$ cat config.mk
export PLATFORM = sky130hd
export DESIGN_NAME = meb_master
export DESIGN_NICKNAME = d
export VERILOG_FILES = /design/src/rtl/meb_master.v /design/src/rtl/meb_phase_cnt.v
export VERILOG_INCLUDE_DIRS = /design/src /design/src/shared
export SDC_FILE = /design/constraint.sdc
export NUM_CORES = 1
export LEC_CHECK = 0
export ABC_AREA = 1
export BUFFER_PORTS_ARGS = -buffer_cell sky130_fd_sc_hd__buf_2
export CORE_MARGIN = 8
export CORE_UTILIZATION = 56
export CTS_BUF_LIST = sky130_fd_sc_hd__clkbuf_8
export CTS_CLUSTER_DIAMETER = 40
export DETAILED_ROUTE_END_ITERATION = 12
export HOLD_SLACK_MARGIN = 0.1
export PLACE_DENSITY = 0.82
export SLEW_MARGIN = 10
export SYNTH_ARGS = -nofsm -noshare
export SYNTH_HDL_FRONTEND = slang
export SYNTH_SLANG_ARGS = --single-unit
$ cat constraint.sdc
create_clock -name sys_clk_in -period 2.7 [get_ports sys_clk_in]
set_input_delay 0.405 -clock sys_clk_in [delete_from_list [all_inputs] [get_ports sys_clk_in]]
set_output_delay 0.405 -clock sys_clk_in [all_outputs]
set_load 0.005 [all_outputs]
$ cat src/shared/meb_consts.vh
/*
  Constants of the multiplexed expansion bus master: state codes, phase length
  field widths, fixed address hold and reset values.
  Assumes inclusion by bare name from the rtl files.
*/
`ifndef MEB_CONSTS_VH
`define MEB_CONSTS_VH

////////////////////////////////////////////////////////////////////////////////
// One-hot states
`define MEB_ST_W 7
`define MEB_ST_IDLE 7'h01
`define MEB_ST_ALE 7'h02
`define MEB_ST_AHOLD 7'h04
`define MEB_ST_SETUP 7'h08
`define MEB_ST_STROBE 7'h10
`define MEB_ST_HOLD 7'h20
`define MEB_ST_RECOV 7'h40

////////////////////////////////////////////////////////////////////////////////
// Phase length fields hold length minus one
`define MEB_SHORT_LEN_W 2
`define MEB_LONG_LEN_W 4
`define MEB_CNT_W 4
// Address hold after latch strobe fall, fixed, minus one
`define MEB_ADDR_HOLD_M1 4'h0
// Default bus clock divider (system cycles per bus cycle)
`define MEB_BUS_DIV 4
`define MEB_DIV_W 8

////////////////////////////////////////////////////////////////////////////////
// Reset values
`define MEB_CNT_RST 4'h0
`define MEB_CS_RST 3'h0

`endif

$ cat src/rtl/meb_master.v
/*
  Strobe sequencer of a multiplexed address/data expansion bus master.
  Assumes synchronous inputs, a requester that holds start_in until busy_out
  rises, and a peripheral that drives ad_in while read_strobe_n_out is low.
*/
// Operation
// - Latch strobe high 1 to 4 bus cycles, address already valid.
// - Address stays on shared lines exactly one cycle after latch strobe falls.
// - Address phase setting sets how long the address is presented.
// - Chip select valid 1 to 4 cycles after latch strobe falls.
// - Write data valid 1 to 4 cycles before write strobe falls.
// - Write strobe low for 1 to 16 bus cycles.
// - Strobe phase setting sets strobe width; data valid throughout.
// - Write data held 1 to 4 cycles after write strobe rises.
// - Hold setting keeps chip select and write data after strobe.
// - Recovery gap of 1 to 16 cycles between accesses.
// - Every phase counted in expansion bus clock periods.
`timescale 1ns/100ps
`include "meb_consts.vh"

module meb_master #(
  parameter ADDR_W = 16,
  parameter DATA_W = 16,
  parameter [`MEB_DIV_W-1:0] BUS_DIV = `MEB_BUS_DIV
) (
  input wire sys_clk_in,
  input wire rst_n_in,
  input wire start_in,
  input wire write_in,
  input wire [ADDR_W-1:0] addr_in,
  input wire [DATA_W-1:0] wdata_in,
  input wire [`MEB_SHORT_LEN_W-1:0] address_phase_len_in,
  input wire [`MEB_SHORT_LEN_W-1:0] cs_delay_len_in,
  input wire [`MEB_SHORT_LEN_W-1:0] data_setup_phase_len_in,
  input wire [`MEB_LONG_LEN_W-1:0] strobe_phase_len_in,
  input wire [`MEB_SHORT_LEN_W-1:0] hold_phase_len_in,
  input wire [`MEB_LONG_LEN_W-1:0] recovery_phase_len_in,
  input wire [ADDR_W-1:0] ad_in,
  output reg [ADDR_W-1:0] ad_out,
  output reg ad_oe_out,
  output reg address_latch_strobe_out,
  output reg chip_select_n_out,
  output reg write_strobe_n_out,
  output reg read_strobe_n_out,
  output reg bus_tick_out,
  output reg busy_out,
  output reg done_out,
  output reg [DATA_W-1:0] rdata_out
);

  localparam ST_IDLE = `MEB_ST_IDLE;
  localparam ST_ALE = `MEB_ST_ALE;
  localparam ST_AHOLD = `MEB_ST_AHOLD;
  localparam ST_SETUP = `MEB_ST_SETUP;
  localparam ST_STROBE = `MEB_ST_STROBE;
  localparam ST_HOLD = `MEB_ST_HOLD;
  localparam ST_RECOV = `MEB_ST_RECOV;

  reg [`MEB_ST_W-1:0] state_r;
  reg [`MEB_ST_W-1:0] state_nxt;
  reg [`MEB_DIV_W-1:0] div_r;
  reg bus_en_r;
  reg pend_r;
  reg wr_r;
  reg [ADDR_W-1:0] addr_r;
  reg [DATA_W-1:0] wdata_r;
  reg [2:0] cs_left_r;
  reg pc_load;
  reg [`MEB_CNT_W-1:0] pc_len;
  wire phase_last;
  wire advance;

  //////////////////////////////////////////////////////////////////////////////
  // Bus clock enable
  // A divider rather than a second clock keeps every phase in one domain
  always @(posedge sys_clk_in or negedge rst_n_in) begin
    if (!rst_n_in) begin
      div_r <= 8'h00;
      bus_en_r <= 1'b0;
    end else if (div_r >= BUS_DIV - 8'h01) begin
      div_r <= 8'h00;
      bus_en_r <= 1'b1;
    end else begin
      div_r <= div_r + 8'h01;
      bus_en_r <= 1'b0;
    end
  end

  //////////////////////////////////////////////////////////////////////////////
  // Phase timer
  meb_phase_cnt u_phase_cnt (
    .sys_clk_in(sys_clk_in),
    .rst_n_in(rst_n_in),
    .tick_in(bus_en_r),
    .load_in(pc_load),
    .len_m1_in(pc_len),
    .last_out(phase_last)
  );

  // Strobe may not start before chip select is active
  assign advance = bus_en_r && phase_last && (state_r != ST_SETUP || !chip_select_n_out);

  //////////////////////////////////////////////////////////////////////////////
  // Phase order
  always @* begin
    state_nxt = state_r;
    pc_load = 1'b0;
    pc_len = `MEB_CNT_RST;
    case (state_r)
      ST_IDLE: begin
        if (bus_en_r && pend_r) begin
          state_nxt = ST_ALE;
          pc_load = 1'b1;
          pc_len = {2'b00, address_phase_len_in};
        end
      end
      ST_ALE: begin
        if (advance) begin
          state_nxt = ST_AHOLD;
          pc_load = 1'b1;
          pc_len = `MEB_ADDR_HOLD_M1;
        end
      end
      ST_AHOLD: begin
        if (advance) begin
          state_nxt = ST_SETUP;
          pc_load = 1'b1;
          pc_len = {2'b00, data_setup_phase_len_in};
        end
      end
      ST_SETUP: begin
        if (advance) begin
          state_nxt = ST_STROBE;
          pc_load = 1'b1;
          pc_len = strobe_phase_len_in;
        end
      end
      ST_STROBE: begin
        if (advance) begin
          state_nxt = ST_HOLD;
          pc_load = 1'b1;
          pc_len = {2'b00, hold_phase_len_in};
        end
      end
      ST_HOLD: begin
        if (advance) begin
          state_nxt = ST_RECOV;
          pc_load = 1'b1;
          pc_len = recovery_phase_len_in;
        end
      end
      ST_RECOV: begin
        if (advance) begin
          state_nxt = ST_IDLE;
        end
      end
      default: begin
        state_nxt = ST_IDLE;
      end
    endcase
  end

  //////////////////////////////////////////////////////////////////////////////
  // State, request capture and pins
  always @(posedge sys_clk_in or negedge rst_n_in) begin
    if (!rst_n_in) begin
      state_r <= ST_IDLE;
      pend_r <= 1'b0;
      wr_r <= 1'b0;
      addr_r <= {ADDR_W{1'b0}};
      wdata_r <= {DATA_W{1'b0}};
      cs_left_r <= `MEB_CS_RST;
      ad_out <= {ADDR_W{1'b0}};
      ad_oe_out <= 1'b0;
      address_latch_strobe_out <= 1'b0;
      chip_select_n_out <= 1'b1;
      write_strobe_n_out <= 1'b1;
      read_strobe_n_out <= 1'b1;
      bus_tick_out <= 1'b0;
      busy_out <= 1'b0;
      done_out <= 1'b0;
      rdata_out <= {DATA_W{1'b0}};
    end else begin
      state_r <= state_nxt;
      bus_tick_out <= bus_en_r;
      done_out <= 1'b0;
      if (!busy_out && start_in) begin
        pend_r <= 1'b1;
        busy_out <= 1'b1;
        wr_r <= write_in;
        addr_r <= addr_in;
        wdata_r <= wdata_in;
      end
      if (bus_en_r) begin
        // Chip select delay from latch fall
        if (cs_left_r != 3'h0) begin
          cs_left_r <= cs_left_r - 3'h1;
          if (cs_left_r == 3'h1) begin
            chip_select_n_out <= 1'b0;
          end
        end
      end
      case (state_nxt)
        ST_ALE: begin
          pend_r <= 1'b0;
          address_latch_strobe_out <= 1'b1;
          ad_out <= addr_r;
          ad_oe_out <= 1'b1;
        end
        ST_AHOLD: begin
          address_latch_strobe_out <= 1'b0;
          if (state_r == ST_ALE) begin
            cs_left_r <= {1'b0, cs_delay_len_in} + 3'h1;
          end
        end
        ST_SETUP: begin
          ad_out <= wr_r ? wdata_r[ADDR_W-1:0] : addr_r;
          ad_oe_out <= wr_r;
        end
        ST_STROBE: begin
          write_strobe_n_out <= !wr_r;
          read_strobe_n_out <= wr_r;
        end
        ST_HOLD: begin
          write_strobe_n_out <= 1'b1;
          read_strobe_n_out <= 1'b1;
          // Taken only as the strobe ends, so rdata_out never shows half-driven lines
          if (state_r == ST_STROBE && !wr_r) begin
            rdata_out <= ad_in[DATA_W-1:0];
          end
        end
        ST_RECOV: begin
          chip_select_n_out <= 1'b1;
          cs_left_r <= `MEB_CS_RST;
          ad_oe_out <= 1'b0;
        end
        ST_IDLE: begin
          if (state_r == ST_RECOV) begin
            busy_out <= 1'b0;
            done_out <= 1'b1;
          end
        end
        default: begin
          ad_oe_out <= 1'b0;
        end
      endcase
    end
  end

endmodule // meb_master

$ cat src/rtl/meb_phase_cnt.v
/*
  Down counter that times one bus phase in bus cycles.
  Assumes tick_in is the one-cycle bus clock enable and load_in is only
  raised together with tick_in.
*/
`timescale 1ns/100ps
`include "meb_consts.vh"

module meb_phase_cnt (
  input wire sys_clk_in,
  input wire rst_n_in,
  input wire tick_in,
  input wire load_in,
  input wire [`MEB_CNT_W-1:0] len_m1_in,
  output wire last_out
);

  reg [`MEB_CNT_W-1:0] cnt_r;

  // Zero means the current bus cycle is the phase's last one
  assign last_out = (cnt_r == `MEB_CNT_RST);

  always @(posedge sys_clk_in or negedge rst_n_in) begin
    if (!rst_n_in) begin
      cnt_r <= `MEB_CNT_RST;
    end else if (load_in) begin
      cnt_r <= len_m1_in;
    end else if (tick_in && !last_out) begin
      cnt_r <= cnt_r - 4'h1;
    end
  end

endmodule // meb_phase_cnt

* After elaboration in Yosys (flattened, before gate mapping) *
Index checks and enable logic that the tools add are counted.

cells by class
  muxes and demuxes = 42
  eq/ne operators = 16
  magnitude comparators = 1
  add/subtract/negate cells = 4
  reductions and logical operators = 25

operator list
  operator             number
  $mux 7               7
  $pmux 7 s7           1
  $pmux 16 s2          1
  $pmux 4 s5           1
  $mux 16              1
  $mux 4               4
  $reduce_bool 2->1    8
  $eq 7x1->1 const B   2
  $eq 7x2->1 const B   2
  $eq 7x3->1 const B   2
  $eq 7x4->1 const B   2
  $eq 7x5->1 const B   2
  $eq 7x6->1 const B   2
  $eq 7x7->1 const B   2
  $mux 1               14
  $mux 3               3
  $add 8x1->8 const B  1
  $ge 8x2->1 const B   1
  $mux 8               1
  $pmux 1 s2           4
  $ne 7x4->1 const B   1
  $logic_and 1x1->1    6
  $mux 2               3
  $pmux 3 s2           1
  other kinds (13)     16

storage, ports and cells
  output and inout port bits = 40
  logic and storage cells = 107
  bits in registers = 97

* Longest topological paths before layout *
  depth after elaboration = 8
  mapped depth = 13

* Hierarchy *
A second synthesis with hierarchy kept.

unflattened totals
  cells, all modules = 541
  area total of the unflattened synthesis = 4571.9 um^2

by module, submodules not included
  module         cells each  sequential area each (um^2)  area each (um^2)  instances
  meb_master     495         2332.2                       4276.6            1
  meb_phase_cnt  46          100.1                        295.3             1

* Worst setup path after synthesis *
OpenSTA, ideal clock, no wires.

  path kind = register to register
  start point = register u_phase_cnt.cnt_r[0]
  end point = register rdata_out[10]
  period minus slack after synthesis = 1.817 ns
  data arrival time = 1.697 ns
  buffers on the path = 2
  setup slack = 0.883 ns
  required time = 2.580 ns
  stages on the path, launching flop included = 13
  cells stage by stage = dfrtp_1 -> inv_1 -> ha_1 -> nand3_2 -> nor2_8 -> nand2_8 -> inv_8 -> nand2_2 -> or2_1 -> buf_6 -> buf_6 -> nor2_1 -> a21oi_2

between the ends
  word-level cells in the longest chain between the ends = 7

RTL lines
  item                                 RTL line            text
  from (decl)                          meb_phase_cnt.v:18  reg [`MEB_CNT_W-1:0] cnt_r;
  from (signal assigned)               meb_phase_cnt.v:25  cnt_r <= `MEB_CNT_RST;
  from (signal assigned)               meb_phase_cnt.v:27  cnt_r <= len_m1_in;
  from (signal assigned)               meb_phase_cnt.v:29  cnt_r <= cnt_r - 4'h1;
  $logic_not 4->1 (no line) (*)        n/a
  $logic_and 1x1->1 (*) (2 in series)  meb_master.v:101    assign advance = bus_en_r && phase_last && (state_r != ST_SETUP || !chip_select_n_out);
  $mux 7 (tied with other cells)       meb_master.v:153    if (advance) begin
  $pmux 7 s7 (*)                       meb_master.v:109    case (state_r)
  $eq 7x6->1 (*)                       meb_master.v:203    case (state_nxt)
  $reduce_and 2->1 (no line) (*)       n/a
  to (signal assigned)                 meb_master.v:182    rdata_out <= {DATA_W{1'b0}};
  to (signal assigned)                 meb_master.v:229    rdata_out <= ad_in[DATA_W-1:0];
  to (decl)                            meb_master.v:48     output reg [DATA_W-1:0] rdata_out

Every way passes the cells marked *; elsewhere a longest branch is shown, timed or not.
A chain may end at the register's enable or synchronous reset.

* Worst setup path after layout *
  start point = register state_r[0]
  end point = register ad_out[8]

between the ends
  word-level cells in the longest chain between the ends = 7

RTL lines
  item                                                     RTL line          text
  from (decl)                                              meb_master.v:59   reg [`MEB_ST_W-1:0] state_r;
  from (signal assigned)                                   meb_master.v:184  state_r <= state_nxt;
  $ne 7x4->1                                               meb_master.v:101
  $logic_or 1x1->1                                         meb_master.v:101
  $logic_and 1x1->1                                        meb_master.v:101
  $mux 7 (tied with other cells)                           meb_master.v:153
  $pmux 7 s7 (*)                                           meb_master.v:109
  $eq 7x4->1 / $eq 7x2->1 (equally long branches)          meb_master.v:203
  $pmux 16 s2 / $reduce_bool 2->1 (equally long branches)  n/a
  to (signal assigned)                                     meb_master.v:173  ad_out <= {ADDR_W{1'b0}};
  to (signal assigned)                                     meb_master.v:207  ad_out <= addr_r;
  to (signal assigned)                                     meb_master.v:217  ad_out <= wr_r ? wdata_r[ADDR_W-1:0] : addr_r;
  to (decl)                                                meb_master.v:39   output reg [ADDR_W-1:0] ad_out,

Marks and branches as above.

==> flow_summary.json <==
{
  "hpwl_mm": 7.77,
  "grt_pass1_wl_mm": 17.5,
  "layout-area-overhead-vs-synth_pct": 17.1,
  "crit_start": "state_r[0]$_DFF_PN1_",
  "clock_skew_ns": 0.0130,
  "ys_async_sr_fraction": 1.00,
  "placementRows": 33,
  "cts_inserted_buffers": 9,
  "dr.pass1.iters": 5,
  "setup_tns_ns": 0,
  "worstHoldEndpoint": "wdata_r[10]$_DFFE_PN0P_",
  "coreArea_sq_um": 8180,
  "clk_latency_ns": 0.37,
  "gp_congestion": 0.875,
  "ys_seq_elements": 97,
  "synth_top_family_by_area": "simple AND/OR/NAND/NOR gates",
  "die_w_um": 107,
  "cp-end-kind": "flop",
  "yosys-top-cells-count": "dfrtp_1, nand2_1, nand3_1",
  "synthTopCellsByArea": "dfrtp_1, mux2_2, nand2_1, nand3_1, nand3_2",
  "wl_mm": 10.5,
  "setup_ws_ns": 0.566,
  "max_slew_margin": 0.562,
  "timing.final.crit_share": 0.790,
  "cp_data_arrival_time_ns": 2.44,
  "crit_required_ns": 3.00,
  "syn_area_per_cell_sq_um": 10.0,
  "hold_path_startpoint": "wdata_in[10]",
  "synth-simple-area-share": 0.257,
  "ys.flop_type": "dfrtp_1",
  "route.vias.total": 3613,
  "antenna_left": 0,
  "io_buffer_count": 107,
  "synth_cell_types": 38,
  "die_area_sq_um": 11500,
  "fp.dieH_um": 107,
  "clock-sinks": 97,
  "setup_viol": 0,
  "criticalPathCategory": "reg -> reg",
  "yosys.area.top_type_share": 0.498,
  "fin_crit_ns": 2.13,
  "hold_viol": 0,
  "yosysWarnings": 0,
  "path_max_fanout": 20,
  "drt-initial-drc-count": 156,
  "antenna_found_initial": 0,
  "tightest_slew_ns": 0.657,
  "synthMuxAreaShare": 0.0795,
  "path_clk_slew_ns": 0.10,
  "hold_depth": 2,
  "cts_tree": "done",
  "stdcell_count": 691,
  "grt.total_usage": 0.188,
  "hp-class": "in -> reg",
  "wire_per_inst_um": 15.2,
  "synth_xor_area_frac": 0.00562,
  "yosysMostFrequentCell": "dfrtp_1",
  "h-tree-depth": 3,
  "root_buffer": "clkbuf_8",
  "grt-ovfl-total": 0,
  "fmax_mhz": 469,
  "ys_seq_area_frac": 0.520,
  "r2r_slack_ns": 0.57,
  "reg2reg_from": "state_r[0]$_DFF_PN1_",
  "synth_compound_area_frac": 0.0452,
  "avgViaCountPerCell": 5.23,
  "status": "finished, final reports clean",
  "ff2ff_path_depth": 10,
  "grt_setup_unrepaired": "no",
  "ioPinCount": 108,
  "cap_violations": 0,
  "antenna_cells": 0,
  "synthAdderAreaFrac": 0.0187,
  "drc": 0,
  "cp-start-kind": "flop",
  "start_util": 0.572,
  "grt_pass1_vias": 3729,
  "yosysTopAreaCell": "dfrtp_1",
  "leakage_nw": 2.89,
  "clockBufferDepth": 2,
  "synth_edf_count": 0,
  "finalNetCount": 656,
  "regToRegEndpoint": "ad_out[8]$_DFFE_PN0P_",
  "grt_max_degree": 51,
  "netlist_area_sq_um": 4680,
  "drv_slew": 0,
  "place_ws_ns": 0.593,
  "synthCells": 467,
  "dp.cells": 674,
  "drive_above_1_share": 0.392,
  "ir_worst_vdd_v": 0.000343,
  "p_per_area_nw_per_um2": 758
}
cell families after synthesis:
kind of cell    count (synthesis)
compound gates                 31
xor+xnor                        3
fa+ha+maj                       7
buf+inv                        67
flops                          97
mux                            33
other cells                     1
simple gates                  228
critical path, cell delays in order, from the launching register on:
cell and delay (ns):
dfstp_2 0.56, inv_1 0.05, nand2_1 0.12, nor2_4 0.06, nand2_1 0.09, clkinv_1 0.17, nand3_2 0.16, nand2_4 0.19
nor2_4 0.42, nand2_1 0.14, nand3_2 0.10
layout make-up:
cell class / count / area (sq um)
well taps: 105 / 131
flip-flops and latches: 97 / 2430
clock buffers: 9 / 124
clock inverters: 7 / 65.1
multi-input cells: 308 / 1920
repair buffers: 113 / 598
fillers: 677 / 2700
inverters: 52 / 203
worst max-delay path by stage:
stage / endpoint / slack [ns] / cells after the start
floorplan: rdata_out[10]$_DFFE_PN0P_ / 0.88 / 12
global placement: ad_out[12]$_DFFE_PN0P_ / 0.71 / 10
detailed placement: ad_out[8]$_DFFE_PN0P_ / 0.59 / 10
CTS: ad_out[8]$_DFFE_PN0P_ / 0.56 / 10
global route: ad_out[9]$_DFFE_PN0P_ / 0.40 / 10
finish: ad_out[8]$_DFFE_PN0P_ / 0.57 / 10
power by group:
group	total (mW)	leakage, nW	internal [mW]	switching, mW
Sequential	1.90	1.18	1.73	0.167
Clock	0.905	0.0909	0.354	0.551
Combinational	1.35	1.62	0.547	0.801
Total	4.15	2.89	2.63	1.52
registers in the layout, summed over array words and instances (netlist names):
| signal | cells |
|---|---|
| chip_select_n_out | 1 |
| wdata_r | 16 |
| rdata_out | 16 |
| addr_r | 16 |
| state_r | 7 |
| div_r | 8 |
| bus_en_r | 1 |
| cs_left_r | 3 |
| address_latch_strobe_out | 1 |
| u_phase_cnt.cnt_r | 4 |
| done_out | 1 |
| busy_out | 1 |
| write_strobe_n_out | 1 |
| ad_oe_out | 1 |
| ad_out | 16 |
| read_strobe_n_out | 1 |
| wr_r | 1 |
| bus_tick_out | 1 |
| pend_r | 1 |
through the flow:
stage / hold WS, ns / power, mW / util / instance area, sq um
3_5_place_dp: 0.436 / 3.28 / 0.646 / 5280
5_1_grt: 0.247 / 4.45 / 0.670 / 5480
6_report: 0.259 / 4.15 / 0.670 / 5480
3_3_place_gp: 0.422 / 3.19 / 0.646 / 5280
2_1_floorplan: 0.109 / 2.82 / - / 4690
4_1_cts: 0.243 / 4.19 / 0.670 / 5480
metal layers:
metal	track usage	up-vias	part of all wire
li1	-	1734	-
met1	0.235	1733	0.41
met2	0.311	133	0.50
met3	0.0413	13	0.077
met4	0.0753	0	0.013
met5	0	-	0
what timing repair did:
action                    CTS  global route
hold buffers                1             0
hold endpoints to repair   46             0
resized for setup           0             0
buffers inserted            0             0
cell usage in the layout, fill, tap and decap left out, types with 3 or more instances in the layout:
cell type	n
nand2_2	5
buf_4	5
a21oi_2	13
nor2_1	37
buf_2	106
dfstp_2	4
a21oi_1	8
nand3_1	51
ha_1	7
xor2_1	3
dfrtp_1	93
clkbuf_8	9
inv_1	43
conb_1	6
nor2_4	3
nand3_2	23
o21ai_0	6
mux2_2	33
nor2_2	6
nand2_1	90
inv_2	7
No activity file was read; power rests on OpenSTA's default activity.
